==> src/rtl/lsafmt_pkg.sv <==
// formatter package: op codes, classes, states, fault codes, counts.
// assumes every user runs on the single core clock.
package lsafmt_pkg;

    // operation codes presented by the core with each request
    typedef enum logic [2:0] {
        OP_BYTE   = 3'h0,  // byte load or store
        OP_HALF   = 3'h1,  // halfword load or store
        OP_WORD   = 3'h2,  // single word load or store
        OP_SWAP   = 3'h3,  // swap (load or store half of it)
        OP_EXCL   = 3'h4,  // exclusive word access
        OP_DOUBLE = 3'h5,  // two-word transfer
        OP_MULTI  = 3'h6   // multiple-register or coprocessor transfer
    } lsafmt_op_t;

    // access classes, one-hot
    typedef enum logic [6:0] {
        CLS_NONE    = 7'h00,
        CLS_BYTE    = 7'h01,
        CLS_HALF    = 7'h02,
        CLS_SINGLE_WORD_LOAD   = 7'h04,  // single_word_load
        CLS_SINGLE_WORD_STORE  = 7'h08,  // single_word_store
        CLS_WEXCL   = 7'h10,  // exclusive_word_access
        CLS_TWO     = 7'h20,
        CLS_MULTI   = 7'h40
    } lsafmt_class_t;

    // sequencer states, one-hot
    typedef enum logic [2:0] {
        ST_IDLE  = 3'h1,
        ST_ISSUE = 3'h2,
        ST_WAIT  = 3'h4
    } lsafmt_state_t;

    // transfer size seen by the formatters
    typedef enum logic [1:0] {
        SZ_BYTE = 2'h0,
        SZ_HALF = 2'h1,
        SZ_WORD = 2'h2
    } lsafmt_size_t;

    localparam logic [3:0]  FAULT_NONE     = 4'h0;  // status after reset
    localparam logic [3:0]  FAULT_ALIGN    = 4'h1;  // alignment fault code
    localparam logic [31:0] WORD_STEP      = 32'h0000_0004;
    localparam logic [1:0]  WINV_BYTE_XOR  = 2'h3;
    localparam logic [1:0]  WINV_HALF_XOR  = 2'h2;
    localparam logic [4:0]  BEATS_SINGLE   = 5'h01;
    localparam logic [4:0]  BEATS_DOUBLE   = 5'h02;
    localparam logic [4:0]  BEATS_MAX      = 5'h10;  // count code 0 means this
    localparam logic [31:0] ALIGN_MASK     = 32'hffff_fffc;

    // word alignment: clear the two low address bits only
    function automatic logic [31:0] word_align(input logic [31:0] a);
        word_align = a & ALIGN_MASK;
    endfunction

endpackage

==> src/rtl/lsafmt_load_fmt.sv <==
// load formatter: memory lanes to register value; caller registers it.
// assumes lane i of the memory word is physical byte offset i.
module lsafmt_load_fmt
    import lsafmt_pkg::*;
(
    input  wire logic [31:0] rdata_i,   // word from memory
    input  wire logic [1:0]  off_i,     // physical byte offset
    input  wire logic [1:0]  size_i,    // byte, half or word
    input  wire logic        sgn_i,     // sign extend
    input  wire logic        swap_i,    // byte-invariant big-endian
    input  wire logic        rot_i,     // legacy word rotate
    output logic      [31:0] data_o     // register value
);
    logic [7:0]  lane [4];   // memory word split into lanes
    logic [31:0] rev;        // byte-reversed word
    logic [63:0] dbl;        // doubled word for rotation
    logic [31:0] rotw;       // rotated word

    // lane split and reversal share one loop
    for (genvar i = 0; i < 4; i++) begin : g_lane
        assign lane[i] = rdata_i[8*i +: 8];
        assign rev[8*(3-i) +: 8] = rdata_i[8*i +: 8];
    end

    assign dbl  = {rdata_i, rdata_i};
    assign rotw = dbl[8*off_i +: 32];

    always_comb begin
        logic [7:0]  b;
        logic [15:0] h;
        b = lane[off_i];
        h = 16'h0000;
        data_o = 32'h0000_0000;
        case (size_i)
            SZ_BYTE: begin
                data_o = {{24{sgn_i & b[7]}}, b};
            end
            SZ_HALF: begin
                if (swap_i) begin
                    h = {lane[{off_i[1], 1'b0}], lane[{off_i[1], 1'b1}]};
                end else begin
                    h = {lane[{off_i[1], 1'b1}], lane[{off_i[1], 1'b0}]};
                end
                // sign from bit 15, replicate bit 15
                data_o = {{16{sgn_i & h[15]}}, h};
            end
            SZ_WORD: begin
                if (swap_i) begin
                    data_o = rev;
                end else if (rot_i) begin
                    data_o = rotw;
                end else begin
                    data_o = rdata_i;
                end
            end
            default: begin
                data_o = rdata_i;
            end
        endcase
    end
endmodule

==> src/rtl/lsafmt_store_fmt.sv <==
// store formatter: register data to lanes and byte enables; combinational.
// assumes lane i of the memory word is physical byte offset i.
module lsafmt_store_fmt
    import lsafmt_pkg::*;
(
    input  wire logic [31:0] src_i,     // register value
    input  wire logic [1:0]  off_i,     // physical byte offset
    input  wire logic [1:0]  size_i,    // byte, half or word
    input  wire logic        swap_i,    // byte-invariant big-endian
    output logic      [31:0] wdata_o,   // lanes to memory
    output logic      [3:0]  be_o       // byte enables
);
    logic [31:0] rev;   // byte-reversed source

    for (genvar i = 0; i < 4; i++) begin : g_rev
        assign rev[8*(3-i) +: 8] = src_i[8*i +: 8];
    end

    always_comb begin
        logic [15:0] h;
        h = swap_i ? {src_i[7:0], src_i[15:8]} : src_i[15:0];
        wdata_o = src_i;
        be_o = 4'hf;
        case (size_i)
            SZ_BYTE: begin
                wdata_o = {4{src_i[7:0]}};
                be_o = 4'h1 << off_i;
            end
            SZ_HALF: begin
                wdata_o = {h, h};
                be_o = off_i[1] ? 4'hc : 4'h3;
            end
            SZ_WORD: begin
                wdata_o = swap_i ? rev : src_i;
                be_o = 4'hf;
            end
            default: begin
                wdata_o = src_i;
                be_o = 4'hf;
            end
        endcase
    end
endmodule

==> src/rtl/lsafmt_top.sv <==
// load/store formatter between the register file and data memory.
// assumes same-clock inputs, a one-cycle memory ack per held request and
// a register file that returns the word for SRC_IDX_O in the same cycle.
//
// What this block does
// - unsigned byte load zero fills upper bits
// - signed byte load copies bit 7 upward
// - byte store writes only low byte
// - little-endian half: low address in bits 7:0
// - big-endian half: low address in bits 15:8
// - little-endian signed half extends bit 15
// - big-endian signed half extends bit 15
// - strict check faults odd halfword address
// - little-endian half store: low bits first
// - big-endian half store: high bits first
// - word load byte order follows endianness
// - word store byte order follows endianness
// - block loads become aligned rising word loads
// - block stores become aligned rising word stores
// - strict check faults unaligned block transfers
// - classify every access, swap by unaligned support
// - word-invariant mode flips byte address by three, halfword address by two
// - halfword pairs bytes in endian order
// - word joins four bytes in endian order
// - alignment clears two low address bits
// - later words add four, same endianness
// - data endian flag picks big-endian formatting unless word-invariant mode is on
// - unaligned support and strict check inputs
module lsafmt_top
    import lsafmt_pkg::*;
(
    input  wire logic        REF_CLK_I, // core clock
    input  wire logic        RESET_I, // async, active high
    input  wire logic        DATA_BIG_END_I, // status register data endian flag
    input  wire logic        UNALIGN_EN_I, // control unaligned support
    input  wire logic        STRICT_ALIGN_I, // control strict checking
    input  wire logic        WORD_INV_BE_I, // word_invariant_big_endian
    input  wire logic        REQ_VALID_I, // request strobe
    input  wire logic [2:0]  REQ_OP_I, // operation code
    input  wire logic        REQ_STORE_I, // store when high
    input  wire logic        REQ_SIGNED_I, // sign extend loads
    input  wire logic [31:0] REQ_ADDR_I, // effective address
    input  wire logic [4:0]  REQ_COUNT_I, // words of a multiple
    input  wire logic [31:0] SRC_DATA_I, // store word from regs
    input  wire logic        MEM_ACK_I, // memory beat done
    input  wire logic [31:0] MEM_RDATA_I, // memory read word
    output logic             REQ_READY_O, // idle, may accept
    output logic             MEM_REQ_O, // memory request
    output logic             MEM_WE_O, // memory write
    output logic      [31:0] MEM_ADDR_O, // aligned word address
    output logic      [3:0]  MEM_BE_O, // byte enables
    output logic      [31:0] MEM_WDATA_O, // store lanes
    output logic      [4:0]  SRC_IDX_O, // store word wanted
    output logic             RF_WE_O, // load result strobe
    output logic      [4:0]  RF_IDX_O, // word index of result
    output logic      [31:0] RF_WDATA_O, // load result
    output logic             DONE_O, // transfer finished
    output logic             FAULT_O, // data abort pulse
    output logic      [3:0]  FAULT_STATUS_O, // fault code of last request
    output logic      [6:0]  ACC_CLASS_O // class of last request
);

    // held request fields, frozen for the whole transfer, plus state, word address and beat that advance
    lsafmt_state_t state_reg; // sequencer state
    logic [31:0]   addr_reg; // current word address
    logic [1:0]    off_reg; // physical byte offset
    logic [1:0]    size_reg; // formatter size
    logic          store_reg; // transfer direction
    logic          sgn_reg; // sign extension
    logic          swap_reg; // byte reversal
    logic          rot_reg; // legacy word rotate
    logic [4:0]    beats_reg; // total words
    logic [4:0]    beat_reg; // word in progress

    // decode of the incoming request
    lsafmt_class_t cls_next; // class of the request
    logic [1:0]    size_next; // formatter size
    logic [4:0]    beats_next; // words to move
    logic [1:0]    xor_next; // word-invariant address flip
    logic [31:0]   paddr_next; // physical byte address
    logic          fault_next; // alignment fault decision
    logic          swap_next; // byte-invariant big-endian
    logic          rot_next; // rotate legacy word load

    // formatter results
    logic [31:0]   ld_data; // formatted load value
    logic [31:0]   st_data; // formatted store lanes
    logic [3:0]    st_be; // store byte enables
    logic [1:0]    st_off; // offset used for stores
    logic [1:0]    st_size; // size used for stores
    logic          st_swap; // swap used for stores
    logic          accept; // request taken this cycle
    logic          last_beat; // ack closes the transfer

    assign accept    = (state_reg == ST_IDLE) && REQ_VALID_I;
    assign last_beat = (beat_reg + 5'h01) == beats_reg;

    // classify the access
    // swap counts as exclusive only with unaligned support on
    always_comb begin
        cls_next = CLS_NONE;
        case (lsafmt_op_t'(REQ_OP_I))
            OP_BYTE: begin
                cls_next = CLS_BYTE;
            end
            OP_HALF: begin
                cls_next = CLS_HALF;
            end
            OP_WORD: begin
                cls_next = REQ_STORE_I ? CLS_SINGLE_WORD_STORE : CLS_SINGLE_WORD_LOAD;
            end
            OP_SWAP: begin
                if (UNALIGN_EN_I) begin
                    cls_next = CLS_WEXCL;
                end else begin
                    cls_next = REQ_STORE_I ? CLS_SINGLE_WORD_STORE : CLS_SINGLE_WORD_LOAD;
                end
            end
            OP_EXCL: begin
                cls_next = CLS_WEXCL;
            end
            OP_DOUBLE: begin
                cls_next = CLS_TWO;
            end
            OP_MULTI: begin
                cls_next = CLS_MULTI;
            end
            default: begin
                cls_next = CLS_NONE;
            end
        endcase
    end

    // size and number of words for each class
    always_comb begin
        size_next  = SZ_WORD;
        beats_next = BEATS_SINGLE;
        case (cls_next)
            CLS_BYTE: begin
                size_next = SZ_BYTE;
            end
            CLS_HALF: begin
                size_next = SZ_HALF;
            end
            CLS_TWO: begin
                beats_next = BEATS_DOUBLE;
            end
            CLS_MULTI: begin
                // a zero count stands for a block of 16 words
                beats_next = (REQ_COUNT_I == 5'h00) ? BEATS_MAX : REQ_COUNT_I;
            end
            default: begin
                size_next  = SZ_WORD;
                beats_next = BEATS_SINGLE;
            end
        endcase
    end

    // word-invariant byte address flip
    // that mode becomes little-endian lanes; aligned words are untouched
    always_comb begin
        xor_next = 2'h0;
        if (WORD_INV_BE_I && size_next == SZ_BYTE) begin
            xor_next = WINV_BYTE_XOR;
        end else if (WORD_INV_BE_I && size_next == SZ_HALF) begin
            xor_next = WINV_HALF_XOR;
        end
        paddr_next = {REQ_ADDR_I[31:2], REQ_ADDR_I[1:0] ^ xor_next};
    end

    // data endian flag selects byte reversal unless word-invariant mode is on
    assign swap_next = DATA_BIG_END_I && !WORD_INV_BE_I;
    // legacy single word loads without byte reversal rotate by the byte offset
    assign rot_next  = !UNALIGN_EN_I && (cls_next == CLS_SINGLE_WORD_LOAD);

    // alignment fault decision
    // unaligned support and strict check steer faults
    always_comb begin
        fault_next = 1'b0;
        case (cls_next)
            CLS_HALF: begin
                fault_next = STRICT_ALIGN_I && REQ_ADDR_I[0];
            end
            CLS_SINGLE_WORD_LOAD, CLS_SINGLE_WORD_STORE: begin
                fault_next = STRICT_ALIGN_I && (REQ_ADDR_I[1:0] != 2'h0);
            end
            CLS_WEXCL, CLS_MULTI: begin
                fault_next = (STRICT_ALIGN_I || UNALIGN_EN_I)
                             && (REQ_ADDR_I[1:0] != 2'h0);
            end
            CLS_TWO: begin
                // two-word, 64-bit alignment only under strict check without unaligned support
                fault_next = ((STRICT_ALIGN_I || UNALIGN_EN_I)
                              && (REQ_ADDR_I[1:0] != 2'h0))
                             || (STRICT_ALIGN_I && !UNALIGN_EN_I && REQ_ADDR_I[2]);
            end
            default: begin
                fault_next = 1'b0;
            end
        endcase
    end

    // first store word from the live request, later ones from held fields
    assign st_off  = accept ? paddr_next[1:0] : off_reg;
    assign st_size = accept ? size_next : size_reg;
    assign st_swap = accept ? swap_next : swap_reg;

    lsafmt_load_fmt u_load_fmt (
        .rdata_i (MEM_RDATA_I),
        .off_i   (off_reg),
        .size_i  (size_reg),
        .sgn_i   (sgn_reg),
        .swap_i  (swap_reg),
        .rot_i   (rot_reg),
        .data_o  (ld_data)
    );

    lsafmt_store_fmt u_store_fmt (
        .src_i   (SRC_DATA_I),
        .off_i   (st_off),
        .size_i  (st_size),
        .swap_i  (st_swap),
        .wdata_o (st_data),
        .be_o    (st_be)
    );

    // sequencer: one memory word per beat
    always_ff @(posedge REF_CLK_I or posedge RESET_I) begin
        if (RESET_I) begin
            state_reg <= ST_IDLE;
        end else begin
            case (state_reg)
                ST_IDLE: begin
                    // a faulted request never leaves idle
                    if (accept && !fault_next) begin
                        state_reg <= ST_WAIT;
                    end
                end
                ST_ISSUE: begin
                    state_reg <= ST_WAIT;
                end
                ST_WAIT: begin
                    if (MEM_ACK_I) begin
                        state_reg <= last_beat ? ST_IDLE : ST_ISSUE;
                    end
                end
                default: begin
                    state_reg <= ST_IDLE;
                end
            endcase
        end
    end

    // held request fields; a block keeps its starting endianness
    always_ff @(posedge REF_CLK_I or posedge RESET_I) begin
        if (RESET_I) begin
            off_reg   <= 2'h0;
            size_reg  <= SZ_WORD;
            store_reg <= 1'b0;
            sgn_reg   <= 1'b0;
            swap_reg  <= 1'b0;
            rot_reg   <= 1'b0;
            beats_reg <= BEATS_SINGLE;
        end else if (accept) begin
            off_reg   <= paddr_next[1:0];
            size_reg  <= size_next;
            store_reg <= REQ_STORE_I;
            sgn_reg   <= REQ_SIGNED_I;
            swap_reg  <= swap_next;
            rot_reg   <= rot_next;
            beats_reg <= beats_next;
        end
    end

    // word address and beat counting
    always_ff @(posedge REF_CLK_I or posedge RESET_I) begin
        if (RESET_I) begin
            addr_reg  <= 32'h0000_0000;
            beat_reg  <= 5'h00;
            SRC_IDX_O <= 5'h00;
        end else if (accept) begin
            addr_reg  <= word_align(paddr_next);
            beat_reg  <= 5'h00;
            SRC_IDX_O <= 5'h00;
        end else if (state_reg == ST_WAIT && MEM_ACK_I) begin
            if (last_beat) begin
                beat_reg  <= 5'h00;
                SRC_IDX_O <= 5'h00;
            end else begin
                addr_reg  <= addr_reg + WORD_STEP;
                beat_reg  <= beat_reg + 5'h01;
                SRC_IDX_O <= beat_reg + 5'h01;
            end
        end
    end

    // memory request port; request held until acked
    always_ff @(posedge REF_CLK_I or posedge RESET_I) begin
        if (RESET_I) begin
            MEM_REQ_O   <= 1'b0;
            MEM_WE_O    <= 1'b0;
            MEM_ADDR_O  <= 32'h0000_0000;
            MEM_BE_O    <= 4'h0;
            MEM_WDATA_O <= 32'h0000_0000;
        end else if ((accept && !fault_next) || state_reg == ST_ISSUE) begin
            MEM_REQ_O   <= 1'b1;
            MEM_WE_O    <= accept ? REQ_STORE_I : store_reg;
            MEM_ADDR_O  <= accept ? word_align(paddr_next) : addr_reg;
            MEM_BE_O    <= st_be;
            MEM_WDATA_O <= st_data;
        end else if (state_reg == ST_WAIT && MEM_ACK_I) begin
            // drop between words so the next store word can be fetched
            MEM_REQ_O <= 1'b0;
            MEM_WE_O  <= 1'b0;
        end
    end

    // register file result
    always_ff @(posedge REF_CLK_I or posedge RESET_I) begin
        if (RESET_I) begin
            RF_WE_O    <= 1'b0;
            RF_IDX_O   <= 5'h00;
            RF_WDATA_O <= 32'h0000_0000;
        end else begin
            RF_WE_O <= (state_reg == ST_WAIT) && MEM_ACK_I && !store_reg;
            if (state_reg == ST_WAIT && MEM_ACK_I && !store_reg) begin
                RF_IDX_O   <= beat_reg;
                RF_WDATA_O <= ld_data;
            end
        end
    end

    // completion, fault and class reporting
    always_ff @(posedge REF_CLK_I or posedge RESET_I) begin
        if (RESET_I) begin
            REQ_READY_O    <= 1'b1;
            DONE_O         <= 1'b0;
            FAULT_O        <= 1'b0;
            FAULT_STATUS_O <= FAULT_NONE;
            ACC_CLASS_O    <= CLS_NONE;
        end else begin
            DONE_O  <= (state_reg == ST_WAIT) && MEM_ACK_I && last_beat;
            FAULT_O <= accept && fault_next;
            if (accept) begin
                ACC_CLASS_O    <= cls_next;
                FAULT_STATUS_O <= fault_next ? FAULT_ALIGN : FAULT_NONE;
            end
            // ready mirrors the state the sequencer enters next
            if (accept && !fault_next) begin
                REQ_READY_O <= 1'b0;
            end else if (state_reg == ST_WAIT && MEM_ACK_I && last_beat) begin
                REQ_READY_O <= 1'b1;
            end
        end
    end

endmodule

==> config.mk <==
export PLATFORM = sky130hd
export DESIGN_NAME = lsafmt_top
export DESIGN_NICKNAME = d
export VERILOG_FILES = /design/src/rtl/lsafmt_pkg.sv /design/src/rtl/lsafmt_load_fmt.sv /design/src/rtl/lsafmt_store_fmt.sv /design/src/rtl/lsafmt_top.sv
export SDC_FILE = /design/constraint.sdc
export NUM_CORES = 1
export LEC_CHECK = 0
export BUFFER_PORTS_ARGS = -buffer_cell sky130_fd_sc_hd__buf_2
export CAP_MARGIN = 40
export CORE_MARGIN = 2
export CORE_UTILIZATION = 50
export CTS_CLUSTER_DIAMETER = 150
export DETAILED_ROUTE_END_ITERATION = 12
export PLACE_DENSITY = 0.78
export SLEW_MARGIN = 20
export SYNTH_ARGS = -nofsm -noshare
export SYNTH_HDL_FRONTEND = slang
export SYNTH_SLANG_ARGS = --single-unit
==> constraint.sdc <==
create_clock -name REF_CLK_I -period 5.1 [get_ports REF_CLK_I]
set_clock_uncertainty 0.1 [all_clocks]
set_input_delay 0.51 -clock REF_CLK_I [delete_from_list [all_inputs] [get_ports REF_CLK_I]]
set_output_delay 0.51 -clock REF_CLK_I [all_outputs]
set_load 0.03 [all_outputs]
## Word level (Yosys, flattened, before mapping)

Index checks and enable logic that the tools add are counted.

| operators by class | value |
|---|---|
| bitwise gates (word level) | 6 |
| mux-type cells | 49 |
| magnitude comparators | 3 |
| equal/unequal tests | 25 |
| shift-type cells | 2 |
| $add $sub $neg | 2 |
| reduce and logical (&&, ||, !) cells | 35 |

Operator list:

| operator | count |
|---|---|
| 32-bit 2-to-1 mux | 7 |
| 32-bit one-hot mux with 3 select lines | 2 |
| 64-bit by 6-bit variable part select with 32-bit output | 1 |
| 7-bit one-hot mux with 7 select lines | 1 |
| 8-bit binary-select mux with 2-bit select | 3 |
| 16-bit 2-to-1 mux | 3 |
| 8-bit 2-to-1 mux | 6 |
| 32-bit by 3-bit adder with 32-bit output (second input constant) | 1 |
| 5-bit 2-to-1 mux | 5 |
| 1-bit logical AND | 15 |
| 3-bit == test (second input constant) | 4 |
| 2-bit 2-to-1 mux | 5 |
| 5-bit one-hot mux with 2 select lines | 1 |
| 3-bit by 2-bit == test with 1-bit output (second input constant) | 3 |
| 3-bit >= comparator (second input constant) | 3 |
| 2-bit NOT with 3-bit output | 3 |
| 3-bit one-hot mux with 3 select lines | 1 |
| 1-bit 2-to-1 mux | 8 |
| 4-bit 2-to-1 mux | 2 |
| 4-bit one-hot mux with 2 select lines | 1 |
| 2-bit nonzero test | 4 |
| 7-bit by 1-bit == test with 1-bit output (second input constant) | 1 |
| 7-bit by 2-bit == test with 1-bit output (second input constant) | 1 |
| 7-bit by 3-bit == test with 1-bit output (second input constant) | 1 |
| 24 further kinds | 40 |

| word-level totals | value |
|---|---|
| input port bits | 114 |
| word-level logic and storage cells | 145 |
| bits in registers | 175 |
| output and inout bits | 127 |

## Logic depth before layout (Yosys ltp)

Gate-level depths: netlist of the first run.

| logic depth | value |
|---|---|
| depth after elaboration | 13 |
| mapped depth | 9 |
| depth with buffers taken out | 8 |

## Hierarchy

Synthesis of the first run repeated with hierarchy kept, for this count alone.

| unflattened totals | value |
|---|---|
| cells, all modules | 1,235 |
| area, all modules | 11,260.8 µm² |

Modules (own cells, without submodules):

| module | area each (µm²) | cells an instance | sequential area each (µm²) | instances |
|---|---|---|---|---|
| lsafmt_top | 7,617.3 | 679 | 4,234.1 | 1 |
| lsafmt_load_fmt | 2,491.1 | 375 | 0.0 | 1 |
| lsafmt_store_fmt | 1,152.4 | 181 | 0.0 | 1 |

## Worst setup path before layout of the first run

OpenSTA, ideal clock, no wires.

| path | value |
|---|---|
| path type | register to register |
| start point | register beat_reg[0] |
| end point | register beat_reg[3] |
| library setup time | 140 ps |
| period minus slack after synthesis | 2,322 ps |
| data required time | 4,860 ps |
| path buffers | 1 |
| arrival time | 2,082 ps |
| cell stages (with the launch flop) | 9 |
| slack | 2,778 ps |
| cells stage by stage | dfrtp_1 > ha_1 > xnor2_1 > xnor2_1 > nor4_4 > buf_2 > a31oi_1 > o211ai_1 > o31ai_1 |

| on the way | value |
|---|---|
| longest elaborated chain between the ends | 5 |

RTL lines:

| element | RTL line | text |
|---|---|---|
| start, declared | lsafmt_top.sv:73 | `logic [4:0] beat_reg;` |
| start signal, assigned | lsafmt_top.sv:291 | `beat_reg <= beat_reg + 5'h01;` |
| 5-bit by 1-bit adder with 5-bit output (*) | lsafmt_top.sv:96, lsafmt_top.sv:291 |  |
| 5-bit == test | lsafmt_top.sv:96 | `assign last_beat = (beat_reg + 5'h01) == beats_reg;` |
| 5-bit 2-to-1 mux (*) | lsafmt_top.sv:286 | `if (last_beat) begin` |
| 5-bit 2-to-1 mux (*) | lsafmt_top.sv:285 | `end else if (state_reg == ST_WAIT && MEM_ACK_I) begin` |
| 5-bit 2-to-1 mux (*) | lsafmt_top.sv:281 | `end else if (accept) begin` |

Every way passes the cells marked *; elsewhere a longest branch is shown, timed or not. The select of a mux whose other input is x is not followed.
A chain may end at the register's enable or synchronous reset.

## Worst setup path in the final report of the first run

| path | value |
|---|---|
| start point | register state_reg[0] |
| end point | register MEM_ADDR_O[6] |

| on the way | value |
|---|---|
| longest elaborated chain between the ends | 4 |

RTL lines:

| element | RTL line | text |
|---|---|---|
| start, declared | lsafmt_top.sv:64 | `lsafmt_state_t state_reg;` |
| start signal, assigned | lsafmt_top.sv:244 | `state_reg <= last_beat ? ST_IDLE : ST_ISSUE;` |
| 3-bit by 1-bit == test with 1-bit output | lsafmt_top.sv:95 | `assign accept = (state_reg == ST_IDLE) && REQ_VALID_I;` |
| 1-bit logical AND | lsafmt_top.sv:95 |  |
| 1-bit logical AND | lsafmt_top.sv:305 | `end else if ((accept && !fault_next) \|\| state_reg == ST_ISSUE) begin` |
| 1-bit logical OR | lsafmt_top.sv:305 |  |
| end signal, assigned | lsafmt_top.sv:308 | `MEM_ADDR_O <= accept ? word_align(paddr_next) : addr_reg;` |
| end, declared | lsafmt_top.sv:50 | `output logic [31:0] MEM_ADDR_O,` |

Parallel ways exist; a longest one is shown, timed or not.

==> flow_summary.ini, run 1 <==
[outcome]
status = finished, final reports clean

[timing]
period_share_pct = 58.19
setup_viol = 0
setup_tns_ps = 0
setup_slack_ps = 2132
finalHoldViolations = 0
slew_viol_final = 0
rsz0062_at_grt = false
fin_crit_ps = 2968
fin_hold_ws_ps = 182.5
fmax_ghz = 0.3369
worst_pin_slew_ps = 942.2
relSlewSlack_pct = 37.18

[clock_tree]
clk_pin_slew_ps = 70
clockBufferDepth = 2
root_buffer = clkbuf_16
numCtsBuffers = 17
clk_latency_ps = 450
cts_setup_buffers = 0
cts_tree = built
h-tree-depth = 4
cts.sinks = 169
hold_buffers = 0
cts-resized-gates = 0

[routing]
wirelength_um = 32320
drt_pass1_iterations = 8
highest_layer = met4
wl_per_cell_um = 18.77
wl_met1_um = 13810
drc = 0
drt_iter0_markers = 1374
route.met3.wl_um = 3119
final_antenna_net_count = 0
wl_met2_um = 14690
viasPerCell = 6.185
vias = 10650

[synthesis]
yosysSeqAreaShare_pct = 40.66
synthTopCellsByCount = nand2_1, dfrtp_1, o21ai_0, nor2_1, a21oi_1
synthArstFlopShare_pct = 100.0
synth_edf_count = 0
syn_avg_cell_area_um2 = 8.258
syn_area_um2 = 10410
synth_cell_types = 67
synth_area_leaders = dfrtp_1, nand2_1, o21ai_0
synth_top_area_share_pct = 39.65
synthCells = 1261
ys_ff_latch = 169
synth.most_common_cell = nand2_1
yosysTopAreaCell = dfrtp_1
synthFlopType = dfrtp_1
yosysWarnings = 0

[cells_and_area]
seq_area_um2 = 4235
fin_nets = 1554
num-fill-cells = 1816
reg_top3 = MEM_WDATA_O (32), RF_WDATA_O (32), MEM_ADDR_O (31)
drive_gt1_share_pct = 22.12
area_growth_pct = 18.12
multiInputGateArea_um2 = 5712

[placement]
dpl_worst_slack_ps = 2073
io_buffers = 237
place_congestion = 0.9193
dp_hpwl_um = 21620

[worst_hold_path]
hold_class = primary input to flop

[floorplanning]
die_w_um = 148.3
die_area_um2 = 22000
fp-row-count = 52
core_um2 = 20360
start_util_pct = 51.14
die_h_um = 148.3
ios = 241

[setup_path]
cp.arrival_ps = 3220
worstPathCellList = nand4bb_4, or4b_4, o21ai_4, buf_4, nor2_1, a31oi_1
r2r_slack_ps = 2130
timing.rr.end = MEM_ADDR_O[6]
cp-end-kind = flop
r2r_start = state_reg[0]
worst_r2r_path_depth = 6
critPathLaunchType = flop
worstSetupStartpoint = state_reg[0]
cp.required_ps = 5350
path_class = flop to flop
worstSetupEndpoint = MEM_ADDR_O[6]
crit_path_max_incr_delay_ps = 650
cpMaxStageDelayCell = or4b_4
worst-path-max-fanout = 54

[power_and_ir_drop]
p_total_mw = 7.041
vdd_drop_max_uv = 318.2
leakagePower_nw = 5.572
powerDensity_nw_per_um2 = 572.4

[grt]
grt_pass1_vias = 10030
overflow = 0
grt_usage_pct = 29.21
grt_pass1_wl_um = 51980
grt_max_degree = 170
antenna_found_initial = 1

[job]
maxCapViolCount = 0
-- per-stage QoR --
step	util, %	cell area [um2]	std cells
final	60.40	12300	1722
after global routing	60.39	12300	1721
after CTS	60.32	12280	1720
after detailed placement	57.33	11670	1688
after global placement	57.24	11660	1686
after floorplan	-	10430	1263
-- critical path: cells and delay by family, from the launching register on --
family	cells	cell delay, ps
AOI/OAI and AO/OA	2	470
buffers and inverters	1	560
and+or+nand+nor	3	1090
DFF	1	620
-- cells by family after synthesis --
logic type                 synth area share, %
DFF                                      40.66
muxes                                    6.536
buffers and inverters                    4.842
other                                  0.03601
and+or+nand+nor                          20.39
AOI/OAI and AO/OA                        24.44
adders and majority gates               0.2403
xor gates and xnor gates                 2.860
-- power by group --
part | switching, mW | internal [mW] | total, mW
sequential | 0.463 | 1.87 | 2.33
clock | 0.624 | 0.746 | 1.37
combinational | 2.23 | 1.11 | 3.34
total | 3.32 | 3.72 | 7.04
-- cells in the final DEF, fill, tap and decap left out, types with 11 or more instances in the layout --
| cell | synthesis | layout |
|---|---|---|
| a21oi_1 | 85 | 85 |
| a22o_1 | 11 | 11 |
| a31oi_1 | 37 | 37 |
| and2_1 | 12 | 12 |
| buf_2 | 25 | 237 |
| buf_4 | 4 | 17 |
| clkbuf_16 | 0 | 17 |
| dfrtp_1 | 165 | 164 |
| inv_1 | 13 | 12 |
| mux2_2 | 13 | 13 |
| mux2i_1 | 50 | 50 |
| nand2_1 | 208 | 208 |
| nand3_1 | 32 | 32 |
| nor2_1 | 103 | 103 |
| nor2b_1 | 13 | 11 |
| nor3_1 | 30 | 30 |
| o211ai_1 | 13 | 13 |
| o21ai_0 | 152 | 152 |
| o22ai_1 | 19 | 19 |
| or3_1 | 17 | 17 |
| xnor2_1 | 28 | 28 |
-- routing by layer --
| metal | GRT usage [%] | vias up |
|---|---|---|
| met4 | 10.43 | 0 |
| met5 | 0 | - |
| met1 | 40.43 | 5090 |
| met3 | 6.564 | 63 |
| met2 | 45.30 | 598 |
| li1 | - | 4899 |
-- how the worst min path moves through the flow --
stage / to / slack [ps] / cells past startpoint / from
floorplan: beats_reg[1] / 360 / 2 / beats_reg[1]
global placement: RF_IDX_O[1] / 350 / 2 / RF_IDX_O[1]
detailed placement: MEM_REQ_O / 360 / 2 / MEM_REQ_O
CTS: sgn_reg / 190 / 3 / REQ_SIGNED_I
global route: sgn_reg / 200 / 3 / REQ_SIGNED_I
finish: sgn_reg / 180 / 3 / REQ_SIGNED_I
-- area by class of cell --
cell class / instances / share of cell area (%)
Antenna cell: 1 / 0.02034
Clock buffer: 18 / 3.489
Clock inverter: 14 / 1.455
Inverter: 14 / 0.4577
Multi-Input combinational cell: 980 / 46.43
Sequential cell: 169 / 34.43
Tap cell: 270 / 2.746
Timing Repair Buffer: 256 / 10.97
No activity file was read; power rests on OpenSTA's default activity.
==> run 2: changes to the inputs <==
clock period = 2.4 ns   (was 5.1 ns; I/O delays follow)
==> run 2 against run 1 <==
Effect of this change: core utilization increased by 4.2 points; global-route usage increased by 1.3 points; first-iteration DRC count decreased by 17%; via count increased by 2.6%; final area increased by 7.0%; sequential power increased by 110%; fmax increased by 30%; power increased by 120%; critical path type unchanged.
==> flow_summary.ini, run 2 (synthesis gave the netlist of run 1 again) <==
[setup_path]
worst_r2r_path_depth = 8
cp.arrival_ps = 2490
timing.rr.end = addr_reg[16]
worst-path-max-fanout = 35
cp-end-kind = flop
path_class = flop to flop
r2r_start = beat_reg[0]
critPathLaunchType = flop
r2r_slack_ps = 120
cp.required_ps = 2610

[placement]
dpl_worst_slack_ps = 130.7
dp_hpwl_um = 23020
postPlaceCellArea_um2 = 12130
placed_cells = 1730
io_buffers = 237
place_congestion = 0.9206

[routing]
final_antenna_net_count = 0
drt_iter0_markers = 1144
wirelength_um = 33800
drt_pass1_iterations = 6
vias = 10930
drc = 0
viasPerCell = 6.060
wl_per_cell_um = 18.75

[cells_and_area]
area_growth_pct = 26.41
fin_nets = 1633
final_cell_mix = buf_2, nand2_1, dfrtp_1
layout_commonest_cell = buf_2
reg_top3 = MEM_WDATA_O (32), RF_WDATA_O (32), MEM_ADDR_O (31)
stdcell_area_um2 = 13160
final_cell_count_no_fill = 1803
fin_util_pct = 64.64
drive_gt1_share_pct = 23.86

[grt]
grt_usage_pct = 30.53
grt_pass1_wl_um = 54260
grt_pass1_vias = 10330
grt_max_degree = 68
antenna_found_initial = 5
overflow = 0

[clock_tree]
h-tree-depth = 4
clk_pin_slew_ps = 70
cts_tree = built
clk_latency_ps = 440
root_buffer = clkbuf_16
clockBufferDepth = 2
cts_setup_buffers = 0
numCtsBuffers = 17
cts.sinks = 169

[floorplanning]
die_w_um = 148.3
fp-row-count = 52
start_util_pct = 51.14
ios = 241
die_h_um = 148.3
core_um2 = 20360
die_area_um2 = 22000

[worst_hold_path]
hold_depth = 3
hold_class = primary input to flop
worstHoldEndpoint = MEM_WDATA_O[25]
min_from = SRC_DATA_I[25]

[timing]
finalHoldViolations = 0
period_share_pct = 95.04
worst_pin_slew_ps = 559.4
relSlewSlack_pct = 62.46
fmax_ghz = 0.4384
setup_slack_ps = 118.9
fin_hold_ws_ps = 23.20
slew_viol_final = 0
rsz0062_at_grt = false
fin_crit_ps = 2281
setup_viol = 0

[power_and_ir_drop]
powerDensity_nw_per_um2 = 1170
leakagePower_nw = 5.981
vdd_drop_max_uv = 783.8

[job]
maxCapViolCount = 0

[outcome]
status = finished, final reports clean
==> run 2: metal layers <==
metal / up-vias / share of wire [%] / global-route usage (%)
li1: 5057 / - / -
met1: 5232 / 42 / 42.63
met2: 562 / 46 / 47.89
met3: 70 / 9.1 / 6.442
met4: 6 / 2.6 / 9.571
met5: - / 0.16 / 0
==> run 2: cell type report <==
type / count / area (um2)
Sequential cell: 169 / 4235
Multi-Input combinational cell: 980 / 5728
Timing Repair Buffer: 335 / 2175
Inverter: 14 / 56.30
Antenna cell: 3 / 7.507
Fill cell: 1731 / 7201
Tap cell: 270 / 337.8
Clock buffer: 18 / 439.2
Clock inverter: 14 / 185.2
==> run 2: repair_timing <==
| action | 4_1_cts | 5_1_grt |
|---|---|---|
| gates resized for setup | 0 | 6 |
| endpoints found under the hold margin | 78 | 0 |
| endpoints found under the setup margin | 0 | 10 |
| hold buffers | 38 | 0 |
==> run 2: worst max path at each step <==
stage | startpoint | endpoint | depth (start not counted)
after floorplan | RESET_I | ACC_CLASS_O[0] | 1
after global placement | beat_reg[0] | addr_reg[16] | 8
after detailed placement | beat_reg[0] | addr_reg[16] | 8
after CTS | beat_reg[0] | addr_reg[16] | 8
after global routing | addr_reg[11] | addr_reg[31] | 6
final | beat_reg[0] | addr_reg[16] | 8
==> run 2: power by group <==
group | leakage, nW | internal, mW | total (mW) | switching (mW)
combinational | 3.64 | 2.67 | 7.65 | 4.99
clock | 0.299 | 1.61 | 2.94 | 1.33
sequential | 2.05 | 3.97 | 4.81 | 0.839
total | 5.98 | 8.25 | 15.4 | 7.15
==> run 2: metrics by stage <==
step	power, mW	setup TNS, ps
2_1_floorplan	9.917	-15090
5_1_grt	16.31	0
3_5_place_dp	12.31	0
4_1_cts	15.32	0
6_report	15.40	0
3_3_place_gp	12.16	0
==> run 2: critical path: stages (launching register included) <==
cell      delay [ps]
dfrtp_1          390
ha_1             260
xnor2_1          150
xnor2_1          230
nor4_4            90
buf_12           180
or4_1            550
nand3_1          100
o211ai_1          90
